--- src/design/fieldbus_slave_pkg.sv ---
// shared constants and carrier types for the fieldbus slave command decoder
package fieldbus_slave_pkg;

  // node address selection
  localparam logic [7:0] STORED_ADDR_SELECT = 8'h7E;
  localparam logic [6:0] STORED_ADDR_DEFAULT = 7'h7E;
  localparam logic [6:0] MAX_SWITCH_ADDR = 7'h7D;

  // cyclic output byte layout
  localparam int OUT_BYTES = 6;
  localparam int TRIGGER_BYTE = 1;
  localparam int TEACH_BYTE = 3;
  localparam int PROFILE_BYTE = 5;
  localparam int REQUEST_BIT = 0;
  localparam int PROFILE_MSB = 5;
  localparam logic [5:0] PROFILE_MIN = 6'h01;
  localparam logic [5:0] PROFILE_MAX = 6'h20;
  localparam logic [5:0] PROFILE_RESET = 6'h00;

  // switch sampling after reset release
  localparam int SAMPLE_DELAY_NS = 20;
  localparam int CLOCK_PERIOD_NS = 10;
  localparam int SAMPLE_DELAY_CYCLES = (SAMPLE_DELAY_NS + CLOCK_PERIOD_NS - 1) / CLOCK_PERIOD_NS;

  // one cyclic output frame from the bus master
  typedef struct packed {
    logic valid;
    logic [OUT_BYTES*8-1:0] data;
  } out_frame_t;

  // set-address service request from the bus master
  typedef struct packed {
    logic valid;
    logic [6:0] addr;
  } set_addr_t;

  // commands toward the sensor side
  typedef struct packed {
    logic capture;
    logic learn;
    logic [5:0] profile;
    logic profile_valid;
  } sensor_cmd_t;

endpackage

--- src/design/rising_request_detect.sv ---
// rising-edge detector for one request bit of a received output byte
`timescale 1ns/1ps
`default_nettype none
module rising_request_detect (
  // clock and reset
  input wire logic clock,
  input wire logic rstn,
  // sampled bit
  input wire logic load,
  input wire logic bit_in,
  input wire logic enable,
  // result
  output logic pulse
);

  typedef struct packed {
    logic last;
    logic pulse;
  } state_t;

  state_t state;
  state_t next_state;

  always_comb begin
    next_state = state;
    next_state.pulse = 1'b0;
    if (load) begin
      // new byte compared with previous one
      next_state.pulse = enable & bit_in & ~state.last;
      next_state.last = bit_in;
    end
  end

  always_ff @(posedge clock) begin
    if (!rstn) begin
      state <= '0;
    end else begin
      state <= next_state;
    end
  end

  assign pulse = state.pulse;

endmodule
`default_nettype wire

--- src/design/fieldbus_slave_command_decoder.sv ---
// node address selection and cyclic output byte decoding for a fieldbus slave
`timescale 1ns/1ps
`default_nettype none
module fieldbus_slave_command_decoder #(
  parameter logic [6:0] STORED_DEFAULT = fieldbus_slave_pkg::STORED_ADDR_DEFAULT
) (
  // clock and reset
  input wire logic clock,
  input wire logic rstn,
  // rotary address switches
  input wire logic [3:0] address_upper_digit_switch,
  input wire logic [3:0] address_lower_digit_switch,
  // nonvolatile stored address, loaded at power-up
  input wire logic [6:0] stored_addr_in,
  input wire logic stored_addr_in_valid,
  // bus master services
  input wire fieldbus_slave_pkg::set_addr_t set_addr,
  input wire fieldbus_slave_pkg::out_frame_t out_frame,
  // address state
  output logic [6:0] node_addr,
  output logic addr_ready,
  output logic addr_from_store,
  output logic exchange_enabled,
  output logic set_addr_accepted,
  output logic set_addr_rejected,
  output logic [6:0] store_write_addr,
  output logic store_write,
  // sensor commands
  output fieldbus_slave_pkg::sensor_cmd_t sensor_cmd
);

  // =====================================================
  // state
  typedef struct packed {
    logic [1:0] wait_count;
    logic sampled;
    logic from_store;
    logic [6:0] addr;
    logic accepted;
    logic rejected;
    logic [6:0] write_addr;
    logic write;
    logic [5:0] profile;
    logic profile_valid;
  } state_t;

  state_t state;
  state_t next_state;
  logic [7:0] switch_value;
  logic sample_now;
  logic store_selected;
  logic [6:0] power_up_addr;
  logic set_addr_taken;
  logic set_addr_allowed;
  logic exchange;
  logic frame_accepted;
  logic trigger_bit;
  logic teach_bit;
  logic [5:0] frame_profile;
  logic capture_pulse;
  logic learn_pulse;

  // =====================================================
  // decoding helpers
  // byte n of the cyclic frame sits at bits 8n+7..8n
  function automatic logic [7:0] frame_byte(input logic [47:0] data, input int idx);
    frame_byte = data[idx*8 +: 8];
  endfunction

  // request bit of one output byte; only its rise asks for an action
  function automatic logic request_bit(input logic [47:0] data, input int idx);
    logic [7:0] byte_value;
    byte_value = frame_byte(data, idx);
    request_bit = byte_value[fieldbus_slave_pkg::REQUEST_BIT];
  endfunction

  function automatic logic [5:0] profile_field(input logic [47:0] data);
    logic [7:0] byte_value;
    byte_value = frame_byte(data, fieldbus_slave_pkg::PROFILE_BYTE);
    profile_field = byte_value[fieldbus_slave_pkg::PROFILE_MSB:0];
  endfunction

  // profile numbers 1..32 are defined, 0 and anything above 32 are not
  function automatic logic profile_defined(input logic [5:0] value);
    profile_defined = (value >= fieldbus_slave_pkg::PROFILE_MIN)
      && (value <= fieldbus_slave_pkg::PROFILE_MAX);
  endfunction

  // values above 125 other than 7E fall back to the highest legal address
  function automatic logic [6:0] switch_address(input logic [7:0] value);
    if (value[7] || (value[6:0] > fieldbus_slave_pkg::MAX_SWITCH_ADDR)) begin
      switch_address = fieldbus_slave_pkg::MAX_SWITCH_ADDR;
    end else begin
      switch_address = value[6:0];
    end
  endfunction

  // an empty store leaves the built-in default in force
  function automatic logic [6:0] stored_address(input logic usable, input logic [6:0] value);
    if (usable) begin
      stored_address = value;
    end else begin
      stored_address = STORED_DEFAULT;
    end
  endfunction

  // =====================================================
  // address sources
  assign switch_value = {address_upper_digit_switch, address_lower_digit_switch};
  assign sample_now = (state.wait_count == 2'(fieldbus_slave_pkg::SAMPLE_DELAY_CYCLES));
  assign store_selected = (switch_value == fieldbus_slave_pkg::STORED_ADDR_SELECT);
  assign power_up_addr = store_selected
    ? stored_address(stored_addr_in_valid, stored_addr_in)
    : switch_address(switch_value);
  assign set_addr_taken = state.sampled && set_addr.valid;
  // only a stored address may be replaced, and only by a legal one
  assign set_addr_allowed = state.from_store
    && (set_addr.addr <= fieldbus_slave_pkg::MAX_SWITCH_ADDR);
  assign exchange = state.sampled
    && (state.addr != fieldbus_slave_pkg::STORED_ADDR_DEFAULT);

  // =====================================================
  // cyclic frame fields, bytes 0, 2 and 4 are never read
  assign frame_accepted = exchange && out_frame.valid;
  assign trigger_bit = request_bit(out_frame.data, fieldbus_slave_pkg::TRIGGER_BYTE);
  assign teach_bit = request_bit(out_frame.data, fieldbus_slave_pkg::TEACH_BYTE);
  assign frame_profile = profile_field(out_frame.data);

  // =====================================================
  // address selection and profile decode
  always_comb begin
    next_state = state;
    // service answers stand for one cycle
    next_state.accepted = 1'b0;
    next_state.rejected = 1'b0;
    next_state.write = 1'b0;
    if (!state.sampled) begin
      if (!sample_now) begin
        next_state.wait_count = state.wait_count + 2'h1;
      end else begin
        // once only, held until the next power cycle
        next_state.sampled = 1'b1;
        next_state.from_store = store_selected;
        next_state.addr = power_up_addr;
      end
    end else if (set_addr_taken) begin
      if (set_addr_allowed) begin
        next_state.addr = set_addr.addr;
        next_state.write_addr = set_addr.addr;
        next_state.write = 1'b1;
        next_state.accepted = 1'b1;
      end else begin
        next_state.rejected = 1'b1;
      end
    end
    if (frame_accepted) begin
      next_state.profile = frame_profile;
      next_state.profile_valid = profile_defined(frame_profile);
    end
  end

  always_ff @(posedge clock) begin
    if (!rstn) begin
      state <= '0;
    end else begin
      state <= next_state;
    end
  end

  // =====================================================
  // request edge detection
  rising_request_detect trigger_detect (
    .clock(clock),
    .rstn(rstn),
    .load(out_frame.valid),
    .bit_in(trigger_bit),
    .enable(exchange),
    .pulse(capture_pulse)
  );

  rising_request_detect teach_detect (
    .clock(clock),
    .rstn(rstn),
    .load(out_frame.valid),
    .bit_in(teach_bit),
    .enable(exchange),
    .pulse(learn_pulse)
  );

  // =====================================================
  // outputs
  assign node_addr = state.addr;
  assign addr_ready = state.sampled;
  assign addr_from_store = state.from_store;
  assign exchange_enabled = exchange;
  assign set_addr_accepted = state.accepted;
  assign set_addr_rejected = state.rejected;
  assign store_write_addr = state.write_addr;
  assign store_write = state.write;
  // sensor commands come straight from flip-flops
  assign sensor_cmd.capture = capture_pulse;
  assign sensor_cmd.learn = learn_pulse;
  assign sensor_cmd.profile = state.profile;
  assign sensor_cmd.profile_valid = state.profile_valid;

endmodule
`default_nettype wire

--- config.mk ---
export PLATFORM = sky130hd
export DESIGN_NAME = fieldbus_slave_command_decoder
export DESIGN_NICKNAME = d
export VERILOG_FILES = /design/src/design/fieldbus_slave_pkg.sv /design/src/design/rising_request_detect.sv /design/src/design/fieldbus_slave_command_decoder.sv
export SDC_FILE = /design/constraint.sdc
export NUM_CORES = 1
export LEC_CHECK = 0
export BUFFER_PORTS_ARGS = -buffer_cell sky130_fd_sc_hd__buf_2
export CELL_PAD_IN_SITES_DETAIL_PLACEMENT = 0
export CELL_PAD_IN_SITES_GLOBAL_PLACEMENT = 1
export CORE_UTILIZATION = 28
export DETAILED_ROUTE_END_ITERATION = 10
export GPL_ROUTABILITY_DRIVEN = 0
export PLACE_DENSITY = 0.89
export SLEW_MARGIN = 0
export SYNTH_ARGS = -nofsm -noshare
export SYNTH_HDL_FRONTEND = slang
export SYNTH_SLANG_ARGS = --single-unit
--- constraint.sdc ---
create_clock -name clock -period 1.63 [get_ports clock]
set_clock_uncertainty 0.15 [all_clocks]
set_input_delay 0.4075 -clock clock [delete_from_list [all_inputs] [get_ports clock]]
set_output_delay 0.4075 -clock clock [all_outputs]
set_load 0.005 [all_outputs]
==> flow_summary.toml, run 1 <==
[worst_setup_path]
required_ps = 1070
endpoint_kind = "output port"
worstPathArrival_ps = 1170
crit_type = "flop to output port"
reg2reg_depth = 6
crit_path_start_kind = "flop"
critPathMaxFanout = 2

[run_status]
status = "complete, but fails checks"
violations = "setup timing"

[yosys]
synth_mux_area_frac = 0.0534
ys.warnings.count = 0
synth_top_family_by_area = "simple AND/OR/NAND/NOR gates"
synth_area_leaders = "dfxtp_1, buf_4, o221ai_1"
yosysSeqAreaShare = 0.414
avgSynthCellArea_sq_um = 8.98
synthAdderAreaFrac = 0.00834
synthXorXnorAreaFrac = 0.0117
synth_top_area_frac = 0.414
netlist_instances = 167
synthArstFlopShare = 0
synth_area_sq_um = 1500
ys_seq_elements = 31
synth_area_leader_cell = "dfxtp_1"
synth-compound-area-share = 0.157
synth-simple-area-share = 0.203
synth_cell_types = 37
syn_nets = 243
ys_dominant_reg_cell = "dfxtp_1"
synth_edf_count = 0

[routing]
initialDrtViolationCount = 59
num_vias = 1332
avgRoutedWirePerCell_um = 12.6
drc = 0
ant_nets = 0
drt-pass1-iter-count = 4
viasPerCell = 4.59
wl_mm = 3.67

[floorplan]
start_util = 0.292
die_x_um = 75.2
rows = 26
ios = 104
core_sq_um = 5140
fp.dieH_um = 75.2
dieArea_sq_um = 5650

[clocking]
cts_tree = "built"
h-tree-depth = 2
hold_buffers = 0
cts.sinks = 31
clkTransAtPathRegs_ps = 70
numCtsBuffers = 5
clock_path_buffers = 2
clk_latency_ps = 280
cts_root_buf = "clkbuf_8"

[timing]
setup_ws_ps = -95.8
hold_viol = 0
fmax_mhz = 579
finalSetupViolCount = 1
tightest_slew_ps = 273
rsz0062_at_grt = "true"
slew_headroom = 0.817
tns_ps = -95.8
layout_min_cycle_time_ps = 1730
maxSlewViolCount = 0
period_share = 1.06

[final_layout]
nFillCells = 548
layout_common_cells = "buf_2, dfxtp_1, nand2_1, nor2_1, buf_4"
nNetsFinal = 295
drive_gt1_frac = 0.445
layout_commonest_cell = "buf_2"
antennaDiodeCount = 0
areaGrowthSynthToFinish_pct = 29.4

[place]
io_buffers = 63
dp_hpwl_mm = 2.80
pre_cts_slack_ps = -62.1

[power]
cellLeakagePower_nw = 0.861
peakVddDrop_uv = 581
powerDensity_nw_per_um2 = 1130

[global_routing]
grt_pass1_wl_mm = 5.78
grt_use_total = 0.138
globalRoute.totalOverflow = 0
grt_max_degree = 14
grt_pass1_vias = 1246
antenna_found_initial = 0

[hold_path]
hold_depth = 3
hold_class = "primary input to flop"

[run]
maxCapViolCount = 0
-- worst max-delay path: stages (launching register included) --
cell and delay [ps]:
dfxtp_2 320, and4b_4 340, a41oi_2 90, buf_2 150
-- metrics by stage --
step	hold slack [ps]	total power [mW]	cell area [sq um]	utilization	instances
after floorplan	262	1.26	1500	-	167
after detailed placement	271	1.41	1790	0.348	280
final	222	2.20	1940	0.378	290
after CTS	223	2.21	1930	0.375	290
after global placement	268	1.40	1790	0.348	280
after global routing	244	2.33	1940	0.378	290
-- area by class of cell --
type,instances,area [sq um],area share
Inverter,5,18.8,0.00967
Clock inverter,2,35.0,0.0181
Multi-Input combinational cell,100,666,0.343
Clock buffer,6,82.6,0.0426
Timing Repair Buffer,76,425,0.219
Tap cell,70,87.6,0.0451
Sequential cell,31,626,0.322
-- synth_stat cells, drive strengths merged (3+ instances only) --
master	n
dfxtp	31
buf	27
nand2	21
nor2	15
o221ai	10
a21oi	9
mux2i	8
inv	5
nand3	5
nand4	5
clkbuf	4
o21ai	4
nor3b	3
-- report_power, final --
part | internal, mW | switching (mW) | total [mW] | leakage (nW)
combinational | 0.247 | 0.236 | 0.484 | 0.546
clock | 0.494 | 0.288 | 0.783 | 0.0612
sequential | 0.855 | 0.0813 | 0.936 | 0.254
-- sequential cells by signal, indices dropped and copies added (netlist names) --
register,cells
addr_ready,1
set_addr_accepted,1
store_write_addr,7
teach_detect.state,1
node_addr,7
trigger_detect.state,1
set_addr_rejected,1
state,2
sensor_cmd,7
addr_from_store,1
trigger_detect.pulse,1
teach_detect.pulse,1
-- path summary, 6_finish.rpt --
path	to	slack (ps)	startpoint
worst min-delay path	sensor_cmd[4]	220	out_frame[43]
worst max-delay path	exchange_enabled	-100	node_addr[0]
worst max register to register	sensor_cmd[6]	100	node_addr[0]
worst min register to register	trigger_detect.pulse	280	trigger_detect.state[1]
-- per-layer routing --
layer / track usage / part of all wire / vias to the layer above / routed length, um
li1: - / - / 674 / -
met3: 0.0549 / 0.066 / 6 / 242
met5: 0 / 0 / - / 0
met4: 0.0412 / 0.013 / 0 / 47
met1: 0.162 / 0.44 / 615 / 1620
met2: 0.233 / 0.48 / 37 / 1760
-- logic make-up (layout without fill, tap and decap cells) --
family,after synthesis,after routing
AOI/OAI and AO/OA,31,31
xor gates and xnor gates,2,2
muxes,8,8
buffers and inverters,36,89
and+or+nand+nor,58,58
DFF,31,31
adders and majority gates,1,1
-- repair_timing --
item                       CTS  global route
setup buffers                2             0
resized for setup            2             5
setup endpoints to repair    1             5
pin swaps                    1             1
(Power assumes the default switching activity.)
==> run 2, diff against run 1 <==
GPL_TIMING_DRIVEN = 0   (was not set)
SKIP_LAST_GASP = 1   (was not set)
==> flow_summary.toml, run 2 (synthesis gave the netlist of run 1 again) <==
[clocking]
numCtsBuffers = 5
clk_latency_ps = 280
h-tree-depth = 2
cts_tree = "built"
cts.sinks = 31
clock_path_buffers = 2
cts_root_buf = "clkbuf_8"
hold_buffers = 0
clkTransAtPathRegs_ps = 70

[global_routing]
grt_use_total = 0.134
globalRoute.totalOverflow = 0
grt_pass1_wl_mm = 5.71
grt_max_degree = 11
grt_pass1_vias = 1264
antenna_found_initial = 0

[final_layout]
drive_gt1_frac = 0.469
nNetsFinal = 315
nFillCells = 559
antennaDiodeCount = 0
layout_common_cells = "buf_2, buf_4, dfxtp_1, nand2_1, nor2_1"
layout_commonest_cell = "buf_2"
areaGrowthSynthToFinish_pct = 35.9
final_area_sq_um = 2040

[floorplan]
ios = 104
die_x_um = 75.2
rows = 26
fp.dieH_um = 75.2
dieArea_sq_um = 5650
core_sq_um = 5140
start_util = 0.292

[worst_setup_path]
cp_cell_sequence = "and4b_4 -> a41oi_2 -> buf_2"
endpoint_kind = "output port"
critPathMaxFanout = 2
cp_slowest_cell = "and4b_4"
crit_type = "flop to output port"
worstPathArrival_ps = 1170
crit_path_start_kind = "flop"
crit_path_start = "node_addr[0]"
worst_path_largest_cell_delay_ps = 330
reg2reg_from = "node_addr[3]"
required_ps = 1070

[timing]
tightest_slew_ps = 520
period_share = 1.06
fmax_mhz = 580
setup_ws_ps = -93.3
rsz0062_at_grt = "true"
slew_headroom = 0.653
hold_viol = 0
maxSlewViolCount = 0
layout_min_cycle_time_ps = 1720
finalSetupViolCount = 1

[power]
seqPwrFrac = 0.452
power_mw = 2.07
power.share.clock = 0.290
switching_share = 0.287
powerDensity_nw_per_um2 = 1020
switching_power_mw = 0.594
internal_power_mw = 1.48
peakVddDrop_uv = 455
p_comb_frac = 0.258
cellLeakagePower_nw = 0.942

[routing]
initialDrtViolationCount = 98
drt-pass1-iter-count = 4
num_vias = 1394
viasPerCell = 4.51
avgRoutedWirePerCell_um = 11.8
ant_nets = 0
drc = 0
wl_mm = 3.64

[run_status]
status = "complete, but fails checks"
violations = "setup timing"

[place]
placed_cell_area_sq_um = 1900
io_buffers = 62
dp_hpwl_mm = 2.86

[hold_path]
hold_class = "primary input to flop"
min_from = "out_frame[42]"

[run]
maxCapViolCount = 0
run 2: cell count changes in the layout (fill, tap and decap cells not counted), sizes merged:
| cell | change |
|---|---|
| clkbuf | +3 |
| bufinv | -1 |
| buf | +17 |
run 2: power groups by stage:
stage               registers [mW]  logic [mW]  clock network (mW)
global placement             0.943       0.500                   0
CTS                          0.932       0.519               0.618
detailed placement           0.947       0.507                   0
finish                       0.936       0.533               0.601
global route                 0.950       0.596               0.646
floorplan                    0.925       0.335                   0
run 2: area by class of cell:
type                    count  area, sq um  share of cell area
repair buffers             66          353               0.173
well taps                  70         87.6              0.0430
flip-flops and latches     31          624               0.306
multi-input cells         100          659               0.324
clock buffers               6         82.6              0.0405
inverters                   5         18.8             0.00921
plain buffers              30          208               0.102
clock inverters             1         5.00             0.00246
run 2: metrics by stage:
stage / std cells / setup TNS [ps] / utilization / hold WS (ps) / setup slack (ps)
floorplan: 167 / 0 / - / 262 / 105
global placement: 299 / -394 / 0.369 / 266 / -101
detailed placement: 299 / -600 / 0.369 / 270 / -136
CTS: 307 / -501 / 0.390 / 224 / -106
global route: 309 / -278 / 0.397 / 241 / -109
finish: 309 / -93.3 / 0.397 / 229 / -93.3
run 2: worst max-delay path: cells and delay by family, from the launching register on:
kind | cells | cell delay [ps]
compound gates | 1 | 90
buf+inv | 1 | 150
flops | 1 | 320
simple gates | 1 | 330
run 2: final timing paths:
path	end	slack, ps	cells after the start
min reg2reg	trigger_detect.pulse	280	1
max reg2reg	sensor_cmd[5]	10	7
min	sensor_cmd[3]	230	3
max	exchange_enabled	-90	3
run 2: routing by layer:
layer | vias to the layer above | routed length, um | track usage
met2 | 42 | 1730 | 0.216
met1 | 634 | 1610 | 0.164
met3 | 6 | 248 | 0.0455
li1 | 712 | - | -
met4 | 0 | 53 | 0.0576
met5 | - | 0 | 0
run 2: what timing repair did:
item                       in CTS  in global routing
cloned                          0                  0
pin swaps                       1                  2
resized for setup               2                  3
buffers inserted                2                  2
setup endpoints to repair       7                 16
==> run 3, diff against run 2 <==
--- a/constraint.sdc
+++ b/constraint.sdc
@@ -4,2 +4,2 @@
 set_output_delay 0.4075 -clock clock [all_outputs]
-set_load 0.005 [all_outputs]
+set_load 0.01 [all_outputs]
==> flow_summary.toml, run 3 (synthesis gave the netlist of run 1 again) <==
[run_status]
status = "complete, but fails checks"
violations = "setup timing"

[worst_setup_path]
crit_path_start_kind = "flop"
crit_type = "flop to output port"
reg2reg_from = "node_addr[3]"
crit_path_start = "node_addr[0]"
worstPathArrival_ps = 1190
endpoint_kind = "output port"
critPathMaxFanout = 2
required_ps = 1070

[global_routing]
antenna_found_initial = 0
grt_pass1_vias = 1264
grt_max_degree = 11
grt_pass1_wl_mm = 5.71
globalRoute.totalOverflow = 0
grt_use_total = 0.134

[power]
p_comb_frac = 0.268
powerDensity_nw_per_um2 = 1030
power.share.clock = 0.286
switching_power_mw = 0.620
seqPwrFrac = 0.446
internal_power_mw = 1.48
power_mw = 2.10
switching_share = 0.296
cellLeakagePower_nw = 0.936
peakVddDrop_uv = 466

[final_layout]
nNetsFinal = 314
stdcell_count = 308
antennaDiodeCount = 0
finish.utilization = 0.395
final_area_sq_um = 2030
areaGrowthSynthToFinish_pct = 35.3
layout_commonest_cell = "buf_2"
drive_gt1_frac = 0.462
layout_common_cells = "buf_2, dfxtp_1, buf_4, nand2_1, nor2_1"

[floorplan]
fp.dieH_um = 75.2
core_sq_um = 5140
ios = 104
die_x_um = 75.2
rows = 26
start_util = 0.292
dieArea_sq_um = 5650

[timing]
slew_headroom = 0.654
hold_viol = 0
rsz0062_at_grt = "true"
setup_ws_ps = -115
fmax_mhz = 573
finalSetupViolCount = 1
hold_slack_ps = 228
period_share = 1.07
maxSlewViolCount = 0
tightest_slew_ps = 519
layout_min_cycle_time_ps = 1740
tns_ps = -115

[place]
dp_hpwl_mm = 2.86
pre_cts_slack_ps = -136
placed_cell_area_sq_um = 1900
io_buffers = 62
placed_cells = 299

[clocking]
h-tree-depth = 2
cts_tree = "built"
cts_root_buf = "clkbuf_8"
clk_latency_ps = 280
clkTransAtPathRegs_ps = 70
hold_buffers = 0
clock_path_buffers = 2
cts.sinks = 31
numCtsBuffers = 5

[routing]
drc = 0
ant_nets = 0
drt-pass1-iter-count = 4
avgRoutedWirePerCell_um = 11.8
initialDrtViolationCount = 76
viasPerCell = 4.49
num_vias = 1384
wl_mm = 3.63

[run]
maxCapViolCount = 0

[hold_path]
hold_class = "primary input to flop"
min_from = "out_frame[42]"
## run 3: cell types whose count changed in the layout (fill, tap and decap cells not counted), sizes merged
cell,previous run,this run
buf,93,92
## run 3: path summary, 6_finish.rpt
check                                             to  slack, ps  depth (start not counted)
worst max register to register         sensor_cmd[5]        110                          6
worst min-delay path                   sensor_cmd[3]        230                          3
worst min register to register  trigger_detect.pulse        280                          1
worst max-delay path                exchange_enabled       -110                          3
## run 3: area by class of cell
type	instances	area, sq um
fillers	559	3110
clock buffers	6	82.6
clock inverters	1	5.00
flip-flops and latches	31	623
plain buffers	30	208
well taps	70	87.6
repair buffers	65	345
multi-input cells	100	659
inverters	5	18.8
## run 3: power groups by stage
stage / logic [mW] / registers [mW] / clock network, mW
after floorplan: 0.361 / 0.929 / 0
final: 0.562 / 0.934 / 0.600
after detailed placement: 0.536 / 0.947 / 0
after global routing: 0.625 / 0.949 / 0.646
after global placement: 0.529 / 0.943 / 0
after CTS: 0.548 / 0.932 / 0.618
## run 3: worst max-delay path: stages (launching register included)
cell and delay (ps):
dfxtp_2 320, and4b_4 340, a41oi_2 90, buf_2 160
## run 3: repair_timing
action	CTS	global route
buffers inserted	2	1
resized for setup	2	2
setup endpoints to repair	7	16
pin swaps	1	1
## run 3: layer usage
metal	wire [um]	vias to the layer above	global-route usage
li1	-	710	-
met1	1580	622	0.164
met2	1700	44	0.216
met3	268	8	0.0455
met4	77	0	0.0576
met5	0	-	0
